**src/shared/tcc_pkg.sv**
```systemverilog
// ======================================================================
// shared constants for the timer capture/compare unit
package tcc_pkg;
  // count width of both source timers
  localparam int CNT_W = 16;
  // compare side: four channels of two latches each
  localparam int CMP_CH = 4;
  localparam int CMP_LAT = 2 * CMP_CH;
  localparam int CMP_PTR_W = 3;
  // capture side: two channels of two latches each
  localparam int CAP_CH = 2;
  localparam int CAP_LAT = 2 * CAP_CH;
  localparam int CAP_PTR_W = 2;
  // latch index within a channel
  localparam int LAT_X0 = 0;
  localparam int LAT_X1 = 1;
  // source select encoding
  localparam logic SRC_TIMER_A = 1'b0;
  localparam logic SRC_TIMER_B = 1'b1;
  // interrupt edge select field positions
  localparam int EDGE_RISE_BIT = 0;
  localparam int EDGE_FALL_BIT = 1;
  // noise filter
  localparam int FILT_LEN = 4;
  localparam logic [1:0] FILT_STOP = 2'b00;
  localparam logic [1:0] FILT_DIV1 = 2'b01;
  localparam logic [1:0] FILT_DIV8 = 2'b10;
  localparam logic [1:0] FILT_DIV32 = 2'b11;
  localparam int DIV_W = 5;
  localparam int DIV8_SH = 3;
  localparam int DIV32_SH = 5;
  // reset values
  localparam logic [CNT_W-1:0] LATCH_RST = 16'hffff;
  localparam logic [CNT_W-1:0] CAP_RST = 16'h0000;
  localparam logic LEVEL_RST = 1'b0;
endpackage : tcc_pkg

```
**src/rtl/tcc_compare_channel.sv**
```systemverilog
`timescale 1ns/1ps
// ======================================================================
// one output compare channel: two latches, match detect, waveform
module tcc_compare_channel
  import tcc_pkg::*;
(
  // clock and reset
  input wire logic clock_i,
  input wire logic srst_i,
  // selected source timer
  input wire logic [CNT_W-1:0] count_i,
  input wire logic [CNT_W-1:0] reload_val_i,
  input wire logic underflow_i,
  input wire logic running_i,
  // compare register write and latch reload
  input wire logic [1:0] wr_en_i,
  input wire logic [CNT_W-1:0] wr_data_i,
  input wire logic [1:0] reload_req_i,
  // channel settings
  input wire logic trig_en_i,
  input wire logic neg_level_i,
  // results
  output logic [1:0] match_o,
  output logic level_o
);
  logic [CNT_W-1:0] creg_q [2];
  logic [CNT_W-1:0] latch_q [2];
  logic [1:0] pend_q;
  logic [1:0] hit;
  logic [1:0] hit_q;

  // ======================================================================
  // compare register, latch and pending reload per latch
  always_ff @(posedge clock_i) begin
    if (srst_i) begin
      for (int l = 0; l < 2; l++) begin
        creg_q[l] <= LATCH_RST;
        latch_q[l] <= LATCH_RST;
      end
      pend_q <= '0;
    end else begin
      for (int l = 0; l < 2; l++) begin
        if (wr_en_i[l]) begin
          creg_q[l] <= wr_data_i;
        end
        if (!running_i && wr_en_i[l]) begin
          latch_q[l] <= wr_data_i;
          pend_q[l] <= 1'b0;
        end else if (!running_i && (pend_q[l] || reload_req_i[l])) begin
          latch_q[l] <= creg_q[l];
          pend_q[l] <= 1'b0;
        end else if (underflow_i && pend_q[l]) begin
          latch_q[l] <= creg_q[l];
          pend_q[l] <= reload_req_i[l];
        end else if (reload_req_i[l]) begin
          pend_q[l] <= 1'b1;
        end
      end
    end
  end

  // out-of-range latch never matches; each latch judged alone
  always_comb begin
    for (int l = 0; l < 2; l++) begin
      hit[l] = (count_i == latch_q[l]) && (latch_q[l] <= reload_val_i);
    end
  end

  // match fires once per arrival, not every cycle a stopped timer sits
  always_ff @(posedge clock_i) begin
    if (srst_i) begin
      hit_q <= '0;
      match_o <= '0;
    end else begin
      hit_q <= hit;
      match_o <= hit & ~hit_q;
    end
  end

  // ======================================================================
  // waveform; equal latches are illegal, x1 wins if it ever happens
  always_ff @(posedge clock_i) begin
    if (srst_i) begin
      level_o <= LEVEL_RST;
    end else if (trig_en_i) begin
      if (hit[LAT_X1] && !hit_q[LAT_X1]) begin
        level_o <= neg_level_i;
      end else if (hit[LAT_X0] && !hit_q[LAT_X0]) begin
        level_o <= ~neg_level_i;
      end
    end
  end
endmodule : tcc_compare_channel

```
**src/rtl/tcc_noise_filter.sv**
```systemverilog
`timescale 1ns/1ps
// ======================================================================
// two-flop synchroniser plus consecutive-sample filter for one input
module tcc_noise_filter
  import tcc_pkg::*;
#(
  parameter int LEN = FILT_LEN
) (
  // clock and reset
  input wire logic clock_i,
  input wire logic srst_i,
  // raw pin and control
  input wire logic pin_i,
  input wire logic sample_en_i,
  input wire logic bypass_i,
  // filtered level
  output logic level_o
);
  logic sync1_q;
  logic sync2_q;
  logic [LEN-1:0] hist_q;

  // ======================================================================
  // synchroniser, first flop feeds only the second
  always_ff @(posedge clock_i) begin
    if (srst_i) begin
      sync1_q <= 1'b0;
      sync2_q <= 1'b0;
    end else begin
      sync1_q <= pin_i;
      sync2_q <= sync1_q;
    end
  end

  // ======================================================================
  // sample history, shifted on each sampling tick
  always_ff @(posedge clock_i) begin
    if (srst_i) begin
      hist_q <= '0;
    end else if (sample_en_i || bypass_i) begin
      hist_q <= {hist_q[LEN-2:0], sync2_q};
    end
  end

  // new level only after all samples agree; bypass while filter stopped
  always_ff @(posedge clock_i) begin
    if (srst_i) begin
      level_o <= LEVEL_RST;
    end else if (bypass_i) begin
      level_o <= sync2_q;
    end else if (hist_q == {LEN{1'b1}}) begin
      level_o <= 1'b1;
    end else if (hist_q == {LEN{1'b0}}) begin
      level_o <= 1'b0;
    end
  end
endmodule : tcc_noise_filter

```
**src/rtl/tcc_top.sv**
```systemverilog
`timescale 1ns/1ps
// ======================================================================
// timer capture/compare unit top

// How it works
// - writes while the source timer is stopped go straight into the latch.
// - a latch above the timer reload value never matches.
// - the in-range latch still matches and interrupts when the other cannot.
// - trigger enable off freezes the waveform but matches still signal.
// - two capture channels, each picks timer A or B by its own bit.
// - filtered rising edge stores count in x0, falling edge in x1.
// - each of four software trigger strobes stores the count in its latch.
// - software trigger bits read back as zero.
// - per channel status bit shows which latch was written last.
// - edge select gates only the interrupt, both edges always capture.
// - filter takes a new level after four equal samples.
// - filter code 00 stops the filter; software uses it for stop wake.
// - read pointer picks the latch shown on the shared byte pair.
// - a capture between byte reads can mix values; software rereads.
// - coincident triggers leave the status bit naming x1 as the latest.
// - both timers and all latches are sixteen bits wide.
// - reload bit while running loads the latch at next underflow.
module tcc_top
  import tcc_pkg::*;
(
  // clock and reset
  input wire logic clock_i,
  input wire logic srst_i,
  // timer a, same clock domain
  input wire logic [CNT_W-1:0] tmr_a_count_i,
  input wire logic [CNT_W-1:0] tmr_a_reload_i,
  input wire logic tmr_a_underflow_i,
  input wire logic tmr_a_running_i,
  // timer b, same clock domain
  input wire logic [CNT_W-1:0] tmr_b_count_i,
  input wire logic [CNT_W-1:0] tmr_b_reload_i,
  input wire logic tmr_b_underflow_i,
  input wire logic tmr_b_running_i,
  // compare register write
  input wire logic [CMP_PTR_W-1:0] cmp_wr_ptr_i,
  input wire logic [7:0] cmp_wr_byte_i,
  input wire logic cmp_wr_lo_i,
  input wire logic cmp_wr_hi_i,
  input wire logic [CMP_LAT-1:0] cmp_reload_i,
  // compare settings
  input wire logic [CMP_CH-1:0] cmp_src_sel_i,
  input wire logic [CMP_CH-1:0] cmp_trig_en_i,
  input wire logic [CMP_CH-1:0] cmp_neg_level_i,
  input wire logic [CMP_LAT-1:0] cmp_irq_src_i,
  // compare results
  output logic [CMP_CH-1:0] cmp_out_o,
  output logic [CMP_LAT-1:0] cmp_match_o,
  output logic [CMP_LAT-1:0] cmp_irq_o,
  // capture pins
  input wire logic capture_input_zero_i,
  input wire logic capture_input_one_i,
  // capture settings
  input wire logic [CAP_CH-1:0] cap_src_sel_i,
  input wire logic [2*CAP_CH-1:0] cap_edge_sel_i,
  input wire logic [2*CAP_CH-1:0] cap_filt_sel_i,
  input wire logic [CAP_LAT-1:0] cap_sw_trig_i,
  input wire logic [CAP_PTR_W-1:0] cap_rd_ptr_i,
  // capture results
  output logic [7:0] cap_rd_lo_o,
  output logic [7:0] cap_rd_hi_o,
  output logic [CAP_CH-1:0] cap_status_o,
  output logic [CAP_CH-1:0] cap_irq_o,
  output logic [CAP_LAT-1:0] cap_sw_trig_rd_o
);

  // ======================================================================
  // compare register write staging
  logic [7:0] wr_lo_q;
  logic [CNT_W-1:0] wr_word;

  // low byte first, high byte completes the word
  always_ff @(posedge clock_i) begin
    if (srst_i) begin
      wr_lo_q <= 8'h00;
    end else if (cmp_wr_lo_i) begin
      wr_lo_q <= cmp_wr_byte_i;
    end
  end

  assign wr_word = {cmp_wr_byte_i, wr_lo_q};

  // ======================================================================
  // compare channels
  logic [CMP_LAT-1:0] match;

  for (genvar g = 0; g < CMP_CH; g++) begin : g_cmp
    logic [1:0] wr_en;
    logic sel_b;

    assign sel_b = (cmp_src_sel_i[g] == SRC_TIMER_B);
    for (genvar l = 0; l < 2; l++) begin : g_lat
      assign wr_en[l] = cmp_wr_hi_i &&
                        (cmp_wr_ptr_i == CMP_PTR_W'(2 * g + l));
    end

    tcc_compare_channel u_chan (
      .clock_i(clock_i),
      .srst_i(srst_i),
      .count_i(sel_b ? tmr_b_count_i : tmr_a_count_i),
      .reload_val_i(sel_b ? tmr_b_reload_i : tmr_a_reload_i),
      .underflow_i(sel_b ? tmr_b_underflow_i : tmr_a_underflow_i),
      .running_i(sel_b ? tmr_b_running_i : tmr_a_running_i),
      .wr_en_i(wr_en),
      .wr_data_i(wr_word),
      .reload_req_i(cmp_reload_i[2*g+1:2*g]),
      .trig_en_i(cmp_trig_en_i[g]),
      .neg_level_i(cmp_neg_level_i[g]),
      .match_o(match[2*g+1:2*g]),
      .level_o(cmp_out_o[g])
    );
  end

  // match events and gated interrupt requests, both registered
  always_ff @(posedge clock_i) begin
    if (srst_i) begin
      cmp_match_o <= '0;
      cmp_irq_o <= '0;
    end else begin
      cmp_match_o <= match;
      cmp_irq_o <= match & cmp_irq_src_i;
    end
  end

  // ======================================================================
  // filter sampling ticks from one free divider
  logic [DIV_W-1:0] div_q;
  logic tick8_q;
  logic tick32_q;

  always_ff @(posedge clock_i) begin
    if (srst_i) begin
      div_q <= '0;
      tick8_q <= 1'b0;
      tick32_q <= 1'b0;
    end else begin
      div_q <= div_q + 1'b1;
      tick8_q <= (div_q[DIV8_SH-1:0] == '0);
      tick32_q <= (div_q[DIV32_SH-1:0] == '0);
    end
  end

  // ======================================================================
  // capture input filters
  logic [CAP_CH-1:0] pins;
  logic [CAP_CH-1:0] filt;
  logic [CAP_CH-1:0] filt_q;
  logic [CAP_CH-1:0] samp_en;

  assign pins = {capture_input_one_i, capture_input_zero_i};

  for (genvar c = 0; c < CAP_CH; c++) begin : g_filt
    logic [1:0] code;

    assign code = cap_filt_sel_i[2*c+1:2*c];
    always_comb begin
      unique case (code)
        FILT_STOP: samp_en[c] = 1'b0;
        FILT_DIV1: samp_en[c] = 1'b1;
        FILT_DIV8: samp_en[c] = tick8_q;
        FILT_DIV32: samp_en[c] = tick32_q;
      endcase
    end

    // changing the code may step the level and so raise an edge
    tcc_noise_filter #(
      .LEN(FILT_LEN)
    ) u_filt (
      .clock_i(clock_i),
      .srst_i(srst_i),
      .pin_i(pins[c]),
      .sample_en_i(samp_en[c]),
      .bypass_i(code == FILT_STOP),
      .level_o(filt[c])
    );
  end

  // ======================================================================
  // capture latches, status and interrupt
  logic [CNT_W-1:0] cap_q [CAP_LAT];
  logic [CAP_CH-1:0] rise;
  logic [CAP_CH-1:0] fall;

  always_ff @(posedge clock_i) begin
    if (srst_i) begin
      filt_q <= '0;
    end else begin
      filt_q <= filt;
    end
  end

  assign rise = filt & ~filt_q;
  assign fall = ~filt & filt_q;

  always_ff @(posedge clock_i) begin
    if (srst_i) begin
      for (int i = 0; i < CAP_LAT; i++) begin
        cap_q[i] <= CAP_RST;
      end
      cap_status_o <= '0;
    end else begin
      for (int c = 0; c < CAP_CH; c++) begin
        logic [CNT_W-1:0] cnt;
        logic t0;
        logic t1;
        cnt = (cap_src_sel_i[c] == SRC_TIMER_B) ?
              tmr_b_count_i : tmr_a_count_i;
        t0 = rise[c] || cap_sw_trig_i[2*c+LAT_X0];
        t1 = fall[c] || cap_sw_trig_i[2*c+LAT_X1];
        if (t0) begin
          cap_q[2*c+LAT_X0] <= cnt;
        end
        if (t1) begin
          cap_q[2*c+LAT_X1] <= cnt;
        end
        // coincident triggers: x1 taken as latest
        if (t1) begin
          cap_status_o[c] <= 1'(LAT_X1);
        end else if (t0) begin
          cap_status_o[c] <= 1'(LAT_X0);
        end
      end
    end
  end

  // interrupt only on the chosen edges; capture is unaffected
  always_ff @(posedge clock_i) begin
    if (srst_i) begin
      cap_irq_o <= '0;
    end else begin
      for (int c = 0; c < CAP_CH; c++) begin
        cap_irq_o[c] <= (rise[c] && cap_edge_sel_i[2*c+EDGE_RISE_BIT]) ||
                        (fall[c] && cap_edge_sel_i[2*c+EDGE_FALL_BIT]);
      end
    end
  end

  // ======================================================================
  // shared read pair, live view so a capture between reads can tear
  always_ff @(posedge clock_i) begin
    if (srst_i) begin
      cap_rd_lo_o <= 8'h00;
      cap_rd_hi_o <= 8'h00;
    end else begin
      cap_rd_lo_o <= cap_q[cap_rd_ptr_i][7:0];
      cap_rd_hi_o <= cap_q[cap_rd_ptr_i][15:8];
    end
  end

  // trigger bits are strobes only, nothing is stored to read back
  always_ff @(posedge clock_i) begin
    if (srst_i) begin
      cap_sw_trig_rd_o <= '0;
    end else begin
      cap_sw_trig_rd_o <= '0;
    end
  end
endmodule : tcc_top

```
**config.mk**
```make
export PLATFORM = sky130hd
export DESIGN_NAME = tcc_top
export DESIGN_NICKNAME = d
export VERILOG_FILES = /design/src/shared/tcc_pkg.sv /design/src/rtl/tcc_compare_channel.sv /design/src/rtl/tcc_noise_filter.sv /design/src/rtl/tcc_top.sv
export SDC_FILE = /design/constraint.sdc
export NUM_CORES = 1
export LEC_CHECK = 0
export BUFFER_PORTS_ARGS = -buffer_cell sky130_fd_sc_hd__buf_2
export CAP_MARGIN = 15
export CORE_MARGIN = 2
export CORE_UTILIZATION = 40
export DETAILED_ROUTE_END_ITERATION = 6
export PLACE_DENSITY = 0.6
export SETUP_SLACK_MARGIN = 0.2
export SLEW_MARGIN = 5
export SYNTH_ARGS = -nofsm -noshare
export SYNTH_HDL_FRONTEND = slang
export SYNTH_HIERARCHICAL = 1
export SYNTH_SLANG_ARGS = --single-unit
```
**constraint.sdc**
```tcl
create_clock -name clock_i -period 8.8 [get_ports clock_i]
set_clock_uncertainty 0.2 [all_clocks]
set_input_delay 0.88 -clock clock_i [delete_from_list [all_inputs] [get_ports clock_i]]
set_output_delay 0.88 -clock clock_i [all_outputs]
set_load 0.005 [all_outputs]
```
# Yosys cells after proc, flatten, opt, wreduce, memory -nomap -nowiden
# Memory sizes are Yosys's and may differ from the RTL's. A register that Yosys moved wholly into a read port is not among the register bits.
# Index checks and enable logic that the tools add are counted.
# word_totals
regBits	79
latchBits	0
ram_bits	320
romBits	0
in_bits	129
out_inout_bits	44
word_cells	471
mem_count	9
# classes
add_sub_neg	1
mul	0
n_div	0
n_lt_le_gt_ge	8
n_eq_ne	23
n_shift	0
mux	224
bitwise	53
n_reduce_logical	115
# mem_list
memory	depth	width	read_ports	rd_clocked_by_memory_dff	write_ports	line_no	text
cap_q	4	16	1	1	4	tcc_top.sv:184	logic [CNT_W-1:0] cap_q [CAP_LAT];
g_cmp[0].u_chan.creg_q	2	16	2	0	2	tcc_compare_channel.sv:26	logic [CNT_W-1:0] creg_q [2];
g_cmp[0].u_chan.latch_q	2	16	2	0	2	tcc_compare_channel.sv:27	logic [CNT_W-1:0] latch_q [2];
g_cmp[1].u_chan.creg_q	2	16	2	0	2	tcc_compare_channel.sv:26	
g_cmp[1].u_chan.latch_q	2	16	2	0	2	tcc_compare_channel.sv:27	
g_cmp[2].u_chan.creg_q	2	16	2	0	2	tcc_compare_channel.sv:26	
+3 memories	n/a	n/a	n/a	n/a	n/a	n/a	
# ops
operator	n
two-way mux 16 bit	46
two-way mux 1 bit	176
== test 16 bit	8
<= comparator 16 bit	8
logical AND 1 bit	52
bitwise OR 1 bit	36
nonzero test 2 bit	14
OR reduction 3 bit	8
logical OR 1 bit	16
AND 2 bit	6
== test 3 bit (second input constant)	4
zero test 1 bit	12
inverter 2 bit	6
AND 8 bit	1
== test 2 bit (second input constant)	4
== test 4 bit (second input constant)	2
zero test 4 bit	2
one-hot mux 1 bit (4 select lines)	2
AND reduction 2 bit	4
== test 3 x 2 -> 1 bit (second input constant)	2
zero test 3 bit	2
nonzero test 3 bit	2
adder 5 x 1 -> 5 bit (second input constant)	1
zero test 5 bit	1
other kinds (4)	9

# Longest topological paths before layout
# Gate-level depths: netlist of run 1.
# depth
depth_word	9
ltp_mapped	12
ltp_nobuf	10

# Cells and area by module
# Netlist of run 1, hierarchy kept.
# by_module_without_submodules
mod	n_inst	cells_each	area_per_inst_um2	seq_area_each_um2
tcc_compare_channel (g_cmp[1].u_chan ...)	2	342	3857.4	2062.0
tcc_top	1	530	6313.6	2982.9
tcc_compare_channel (g_cmp[3].u_chan)	1	350	3871.2	2062.0
tcc_compare_channel (g_cmp[0].u_chan)	1	348	3861.2	2062.0
tcc_noise_filter	2	26	264.0	140.1

# Worst setup path before layout of run 1
# No wires, ideal clock.
# synth_path
path_kind	input to register
from	input cmp_src_sel_i[1]
to	register g_cmp[1].u_chan.level_o
setup_time_ns	0.074
arrival_ns	3.245
required_ns	8.526
setup_slack_ns	5.281
path_stages	12
n_path_buf	2
cell_sequence	buf_2 -> buf_2 -> mux2_2 -> inv_1 -> ha_1 -> nand4_1 -> or4_4 -> a21oi_2 -> o31ai_2 -> nand3b_2 -> or4b_1 -> a31oi_1
# synth_between
elab_chain_cells	6
word_cells_on_any_way	13
classes_between	order compare: 2; eq/ne: 2; mux: 3; reduce/logical: 6
# synth_rtl
item	line_no	text
start: declaration	tcc_top.sv:46	input wire logic [CMP_CH-1:0] cmp_src_sel_i,
two-way mux 16 bit (on tied branches)	tcc_top.sv:105, tcc_top.sv:104	
<= comparator 16 bit / == test 16 bit (equally long branches)	tcc_compare_channel.sv:65	hit[l] = (count_i == latch_q[l]) && (latch_q[l] <= reload_val_i);
logical AND 1 bit	tcc_compare_channel.sv:65	
logical AND 1 bit (on tied branches)	tcc_compare_channel.sv:88, tcc_compare_channel.sv:86	
nonzero test 2 bit (no line)	n/a	
AND reduction 2 bit (no line)	n/a	
end signal: assignment	tcc_compare_channel.sv:87	level_o <= neg_level_i;
end signal: assignment	tcc_compare_channel.sv:89	level_o <= ~neg_level_i;
end: declaration	tcc_compare_channel.sv:24	output logic level_o
# Several ways; a longest one is shown, not always the timed one.
# A chain may end at the register's enable or synchronous reset.

==> results of run 1 <==
-- cells by family (layout without fill, tap and decap cells) --
logic type               count (synthesis)  in the layout
AND/OR/NAND/NOR                        673            673
flip-flops                             415            415
AO/OA/AOI/OAI                          241            241
multiplexers                           210            210
buffers and inverters                  163            353
XOR/XNOR                               131            131
adder cells (fa/ha/maj)                130            130
other                                    1             15
-- cell type report --
cell class                      count  share of cell area [%]
Tap cell                          748                    3.71
Clock buffer                       66                    5.18
Clock inverter                     19                   0.580
Inverter                           91                    1.35
Sequential cell                   415                    45.6
Multi-Input combinational cell   1389                    39.9
Timing Repair Buffer              177                    3.61
Antenna cell                       11                   0.109
-- power by group through the flow --
stage,sequential (mW),clock [mW],combinational (mW)
after floorplan,2.33,0,0.474
after global placement,2.37,0,0.699
after detailed placement,2.38,0,0.710
after CTS,2.33,1.89,0.715
after global routing,2.34,1.97,0.790
final,2.34,1.86,0.722
-- worst max-delay path: stages --
cell,delay (ns)
buf_2,0.61
mux2_2,0.48
and2_1,0.18
o21ai_0,0.18
nand2_1,0.08
nand2_1,0.51
nand3_1,0.77
-- Yosys cell counts (all sizes together) (48+ instances only) --
master / n / area (µm²)
nor3: 74 / 370
xnor2: 65 / 569
ha: 130 / 1630
dfxtp: 95 / 1900
inv: 89 / 334
o22a: 64 / 561
edfxtp: 320 / 9610
mux2: 136 / 1530
nand2: 89 / 334
mux2i: 74 / 741
or2: 83 / 519
nand4: 48 / 300
xor2: 66 / 578
nor2: 250 / 938
a21oi: 78 / 405
-- layout by cell type, fill, tap and decap left out, drive strengths merged, types with 4 or more instances in the layout --
cell type	instances
nand4	48
or3b	8
edfxtp	320
a211oi	4
xor2	66
mux2	136
nor3	74
conb	4
o31ai	4
o22a	64
clkbuf	66
or4	6
mux2i	74
a21oi	78
clkinv	17
or2	83
nand2b	7
o21bai	4
and2	12
nor2	250
ha	130
o21ai	34
xnor2	65
a221oi	6
nand3	25
a31oi	4
o211ai	10
inv	90
or3	10
diode	11
nor2b	27
o22ai	16
buf	177
dfxtp	95
nor4	24
nand2	89
-- layer usage --
metal,vias up,routed length (µm),GRT usage (%),part of all wire [%]
li1,7484,-,-,-
met1,7864,33400,36.5,46
met2,640,31000,37.7,43
met3,119,5720,4.42,7.9
met4,8,2190,7.45,3.0
met5,-,55,0,0.076
-- final timing paths --
kind                                            from                                  endpoint  cells after the start
min reg2reg      g_cmp[0].u_chan/hit_q[1]$_SDFF_PP0_     g_cmp[0].u_chan/match_o[1]$_SDFF_PP0_                      1
min              g_cmp[0].u_chan/hit_q[1]$_SDFF_PP0_     g_cmp[0].u_chan/match_o[1]$_SDFF_PP0_                      1
max reg2reg  g_cmp[0].u_chan/latch_q[1][9]$_DFFE_PP_      g_cmp[0].u_chan/level_o$_SDFFE_PP0P_                      7
max                                 cmp_src_sel_i[2]  g_cmp[2].u_chan/latch_q[1][13]$_DFFE_PP_                      7
-- stage by stage --
step | hold slack [ns] | power (mW) | worst slack (ns) | instance area [µm²]
3_3_place_gp | 0.205 | 3.07 | 4.48 | 23800
2_1_floorplan | 0.189 | 2.80 | 5.28 | 22300
6_report | 0.216 | 4.92 | 4.97 | 25300
5_1_grt | 0.229 | 5.10 | 4.70 | 25200
4_1_cts | 0.218 | 4.94 | 5.00 | 25200
3_5_place_dp | 0.208 | 3.09 | 4.39 | 23800
==> run metrics, run 1 <==
WL/cell 24.8 µm; xor and xnor area share after synthesis 5.15%; Die Height 240 µm; biggest regs g_cmp.u_chan/creg_q (128), g_cmp.u_chan/latch_q (128), cap_q (64); status finished clean; CP Class input pin to register; Net Sw Frac 26.5%; H-tree Lvls 2; FF/Latch Area 0.0115 mm²; Seq cells post-synth 415; Async SR Flop Fraction 0%; post-synthesis mux area share 10.2%; Finished Core Util 45.8%; Antenna Nets Post-Route 0; Most used DFF post-synth edfxtp_1; fraction of layout cells with a size suffix above 1 22.3%; Ys Warns 6; routed wire length 72.4 mm; buffers inserted by post-CTS timing repair 0; Fillers 5,152; crit-path max FO 34; buffers added on ports 168; Row Count 86; DP Cell Count 2,818; CTS Buffer Depth 3; reg-to-reg slack, setup 6.02 ns; number of synthesized flops with an enable pin 320; Inserted Clock Buffers 46; Hold Path Class register to register; hold buffers post-CTS 0; PwrDens 195 mW/mm²; Worst Tran Pin Value 1.04 ns; MaxCap Viol Count 0; compound-cell area share of the yosys netlist 7.49%; WP data required 8.68 ns; synthesized area 0.0223 mm²; Worst VDD drop 0.153 mV; Leak 9.52 nW; final hold vios 0; Initial Util 40.5%; 1st-iter DRT viols 1,352; total die area 0.0576 mm²; Flop pwr share 47.5%; drc violations 0; Post-CTS Resized 0; Clock transition at path regs 0.07 ns; synthesized instance count 1,964; Root Driver clkbuf_16; Post-Synth Simple-Gate Area 15.0%; detail-routed via count per cell 5.53; critical path launch point type input pin; Comb power frac 14.7%; RSZ-0062 raised after global routing false; fin crit share 43.6%; Syn-to-layout area delta 13.3%; Fmax 0.261 GHz; crit path DAT 3.72 ns; largest family of logic cells by synthesized area simple AND/OR/NAND/NOR gates; pin count of the biggest net entering global routing 35; routability cong. 0.951; multi-input logic area 0.0101 mm²; Worst slew margin 30.3%; clk sinks 415; TritonRoute pass-1 iters 5; Net Switching 1.30 mW; vias in the first global route 15,634; io pins 173; Via Count 16,115; gr usage total 25.0%; Nets 2,379; Final Non-Filler Cells 2,916; Core Box Area 0.0551 mm²; CTS tree yes; Overflow after GRT 0; Clock Latency Late Sink 0.59 ns; setup TNS 0 ns; crit path capture type register; first-pass GRT wire length 104 mm; initial antenna violation count 9; Die X 240 µm; dpl hpwl 54.0 mm; post-synthesis adder-cell area fraction 7.30%; Final setup viols 0; fin. max-slew vios 0; register area share after synthesis 51.6%; Pint 3.61 mW; Syn Area/Cell 11.3 µm²; Yosys cell types 64; fin crit period 3.83 ns; Clock power frac 37.8%
No activity file was read; power rests on OpenSTA's default activity.
==> run 2: changes to the inputs <==
Clock period 8.8 ns to 3.95 ns, I/O delays scaled along.
==> run metrics, run 2 (synthesis gave the netlist of run 1 again) <==
status finished clean; initial antenna violation count 10 (+1); Initial Util 40.5% (unchanged); Row Count 86 (unchanged); TritonRoute pass-1 iters 5 (unchanged); RSZ-0062 raised after global routing false; Worst Tran Pin Value 1.16 ns (+0.120 ns); Root Driver clkbuf_16; crit path capture type register; worst setup path startpoint cmp_src_sel_i[0]; WL/cell 24.6 µm (-0.72%); fin. max-slew vios 0 (unchanged); critical path's slowest cell nor4_1; R2R depth 9 (+2); CP Depth 11 (+4); Buf+Inv Stages, Crit Path 3 (+2); WP data required 4.26 ns (-4.42 ns); crit path DAT 3.95 ns (+0.23 ns); Hold WS 0.0274 ns (-0.188 ns); clk sinks 415 (unchanged); crit-path max FO 19 (-44%); crit-path max cell delay 0.54 ns (-0.23 ns); commonest non-fill, non-tap cell in the layout edfxtp_1; Worst VDD drop 0.366 mV (+140%); CTS Buffer Depth 3 (unchanged); Nets 2,435 (+2.4%); Finished Core Util 46.5% (+0.70 points); r2r startpoint g_cmp[2].u_chan/latch_q[1][14]$_DFFE_PP_; hold buffers post-CTS 32 (+32); PwrDens 418 mW/mm² (+110%); reg-to-reg slack, setup 0.68 ns (-5.34 ns); Inserted Clock Buffers 45 (-2.2%); Fmax 0.275 GHz; routability cong. 0.964 (+1.4%); fin crit share 92.2%; 1st-iter DRT viols 1,380 (+2.1%); biggest regs g_cmp.u_chan/creg_q (128), g_cmp.u_chan/latch_q (128), cap_q (64); fraction of layout cells with a size suffix above 1 22.6% (+0.28 points); Antenna Nets Post-Route 0 (unchanged); Hold Path Class input pin to register; buffers added on ports 168 (unchanged); crit-path cells buf_2 -> buf_4 -> mux2_2 -> xor2_1 -> nor4_1 -> nand4_1 -> nor2_1 -> o211ai_1 -> or4_1 -> nand3_1 -> dlygate4sd3_1; Core Box Area 0.0551 mm² (unchanged); worst setup path end g_cmp[0].u_chan/level_o$_SDFFE_PP0P_; Final setup viols 0 (unchanged); final worst slack 0.308 ns (-4.66 ns); detail-routed via count per cell 5.55 (+0.50%); vias in the first global route 16,301 (+4.3%); total die area 0.0576 mm² (unchanged); r2r endpoint g_cmp[2].u_chan/level_o$_SDFFE_PP0P_; MaxCap Viol Count 0 (unchanged); Die X 240 µm (unchanged); H-tree Lvls 2 (unchanged); Syn-to-layout area delta 15.0%; Crit path max-delay family simple AND/OR/NAND/NOR gates; pin count of the biggest net entering global routing 33 (-5.7%); most frequent cells in the layout 320 x edfxtp_1, 250 x nor2_1, 167 x buf_2, 136 x mux2_2, 130 x ha_1; Clock Latency Late Sink 0.57 ns (-0.02 ns); buffers inserted by post-CTS timing repair 0 (unchanged); Leak 9.70 nW (+1.8%); first-pass GRT wire length 106 mm (+1.6%); Overflow after GRT 0 (unchanged); Fillers 5,107 (-0.87%); pre-CTS setup slack 0.354 ns (-4.03 ns); critical path launch point type input pin; gr usage total 25.3% (+0.36 points); Via Count 16,485 (+2.3%); CP Class input pin to register; Post-CTS Resized 0 (unchanged); CTS tree yes; routed wire length 73.1 mm (+1.1%); setup TNS 0 ns (unchanged); Clock transition at path regs 0.05 ns (-0.02 ns); drc violations 0 (unchanged); Die Height 240 µm (unchanged); io pins 173 (unchanged); Worst slew margin 22.7% (-7.6 points); dpl hpwl 54.8 mm (+1.6%); fin crit period 3.64 ns; final hold vios 0 (unchanged)
## run 2: cell count changes in the layout (fill, tap and decap cells not counted)
cell / before / now
diode_2: 11 / 10
bufinv_16: 2 / 1
clkbuf_8: 6 / 1
buf_4: 10 / 34
clkinv_2: 7 / 9
dlygate4sd3_1: 0 / 32
buf_12: 0 / 1
clkbuf_1: 13 / 20
clkbuf_16: 47 / 45
clkinv_1: 9 / 5
clkinvlp_4: 1 / 0
## run 2: worst min-delay path by stage
stage | start | to | slack, ns | depth (start not counted)
floorplan | g_cmp[1].u_chan/hit_q[1]$_SDFF_PP0_ | g_cmp[1].u_chan/match_o[1]$_SDFF_PP0_ | 0.19 | 1
global placement | g_cmp[0].u_chan/hit_q[1]$_SDFF_PP0_ | g_cmp[0].u_chan/match_o[1]$_SDFF_PP0_ | 0.20 | 1
detailed placement | g_cmp[2].u_chan/hit_q[1]$_SDFF_PP0_ | g_cmp[2].u_chan/match_o[1]$_SDFF_PP0_ | 0.21 | 1
CTS | cmp_trig_en_i[1] | g_cmp[1].u_chan/level_o$_SDFFE_PP0P_ | 0.01 | 4
global route | cmp_trig_en_i[1] | g_cmp[1].u_chan/level_o$_SDFFE_PP0P_ | 0.05 | 4
finish | cmp_trig_en_i[1] | g_cmp[1].u_chan/level_o$_SDFFE_PP0P_ | 0.03 | 4
## run 2: worst reg2reg max path: stages (launching register included)
cell,delay [ns]
edfxtp_1,0.47
ha_1,0.38
nand4_1,0.17
or4_4,0.46
a21oi_2,0.13
o31ai_2,0.09
nand3b_2,0.09
or4b_1,0.45
dlygate4sd3_1,0.59
a31oi_1,0.16
## run 2: where the power goes
| group | internal, mW | switching, mW | total, mW |
|---|---|---|---|
| Clock | 2.20 | 1.66 | 3.86 |
| Sequential | 5.01 | 0.201 | 5.21 |
| Combinational | 0.652 | 1.00 | 1.65 |
## run 2: metrics by stage
| stage | total power [mW] | cells | area (µm²) |
|---|---|---|---|
| global route | 11.2 | 2959 | 25600 |
| finish | 10.7 | 2968 | 25600 |
| CTS | 10.8 | 2957 | 25600 |
| detailed placement | 6.90 | 2844 | 24000 |
| floorplan | 6.24 | 1967 | 22300 |
| global placement | 6.88 | 2843 | 24000 |
## run 2: layout make-up
class                   instances  area [µm²]  share of cell area [%]
diodes                         10        25.0                  0.0976
flip-flops and latches        415       11500                    44.9
multi-input cells            1389       10100                    39.3
clock buffers                  66        1210                    4.74
well taps                     748         936                    3.65
repair buffers                234        1430                    5.58
clock inverters                15         104                   0.405
inverters                      91         342                    1.33
## run 2: per-layer routing
| layer | vias to the layer above | share of wire [%] | global-route usage (%) |
|---|---|---|---|
| met2 | 675 | 43 | 38.4 |
| met3 | 163 | 7.8 | 4.99 |
| met5 | - | 0.16 | 0 |
| met1 | 8039 | 46 | 35.9 |
| li1 | 7590 | - | - |
| met4 | 18 | 3.5 | 9.26 |
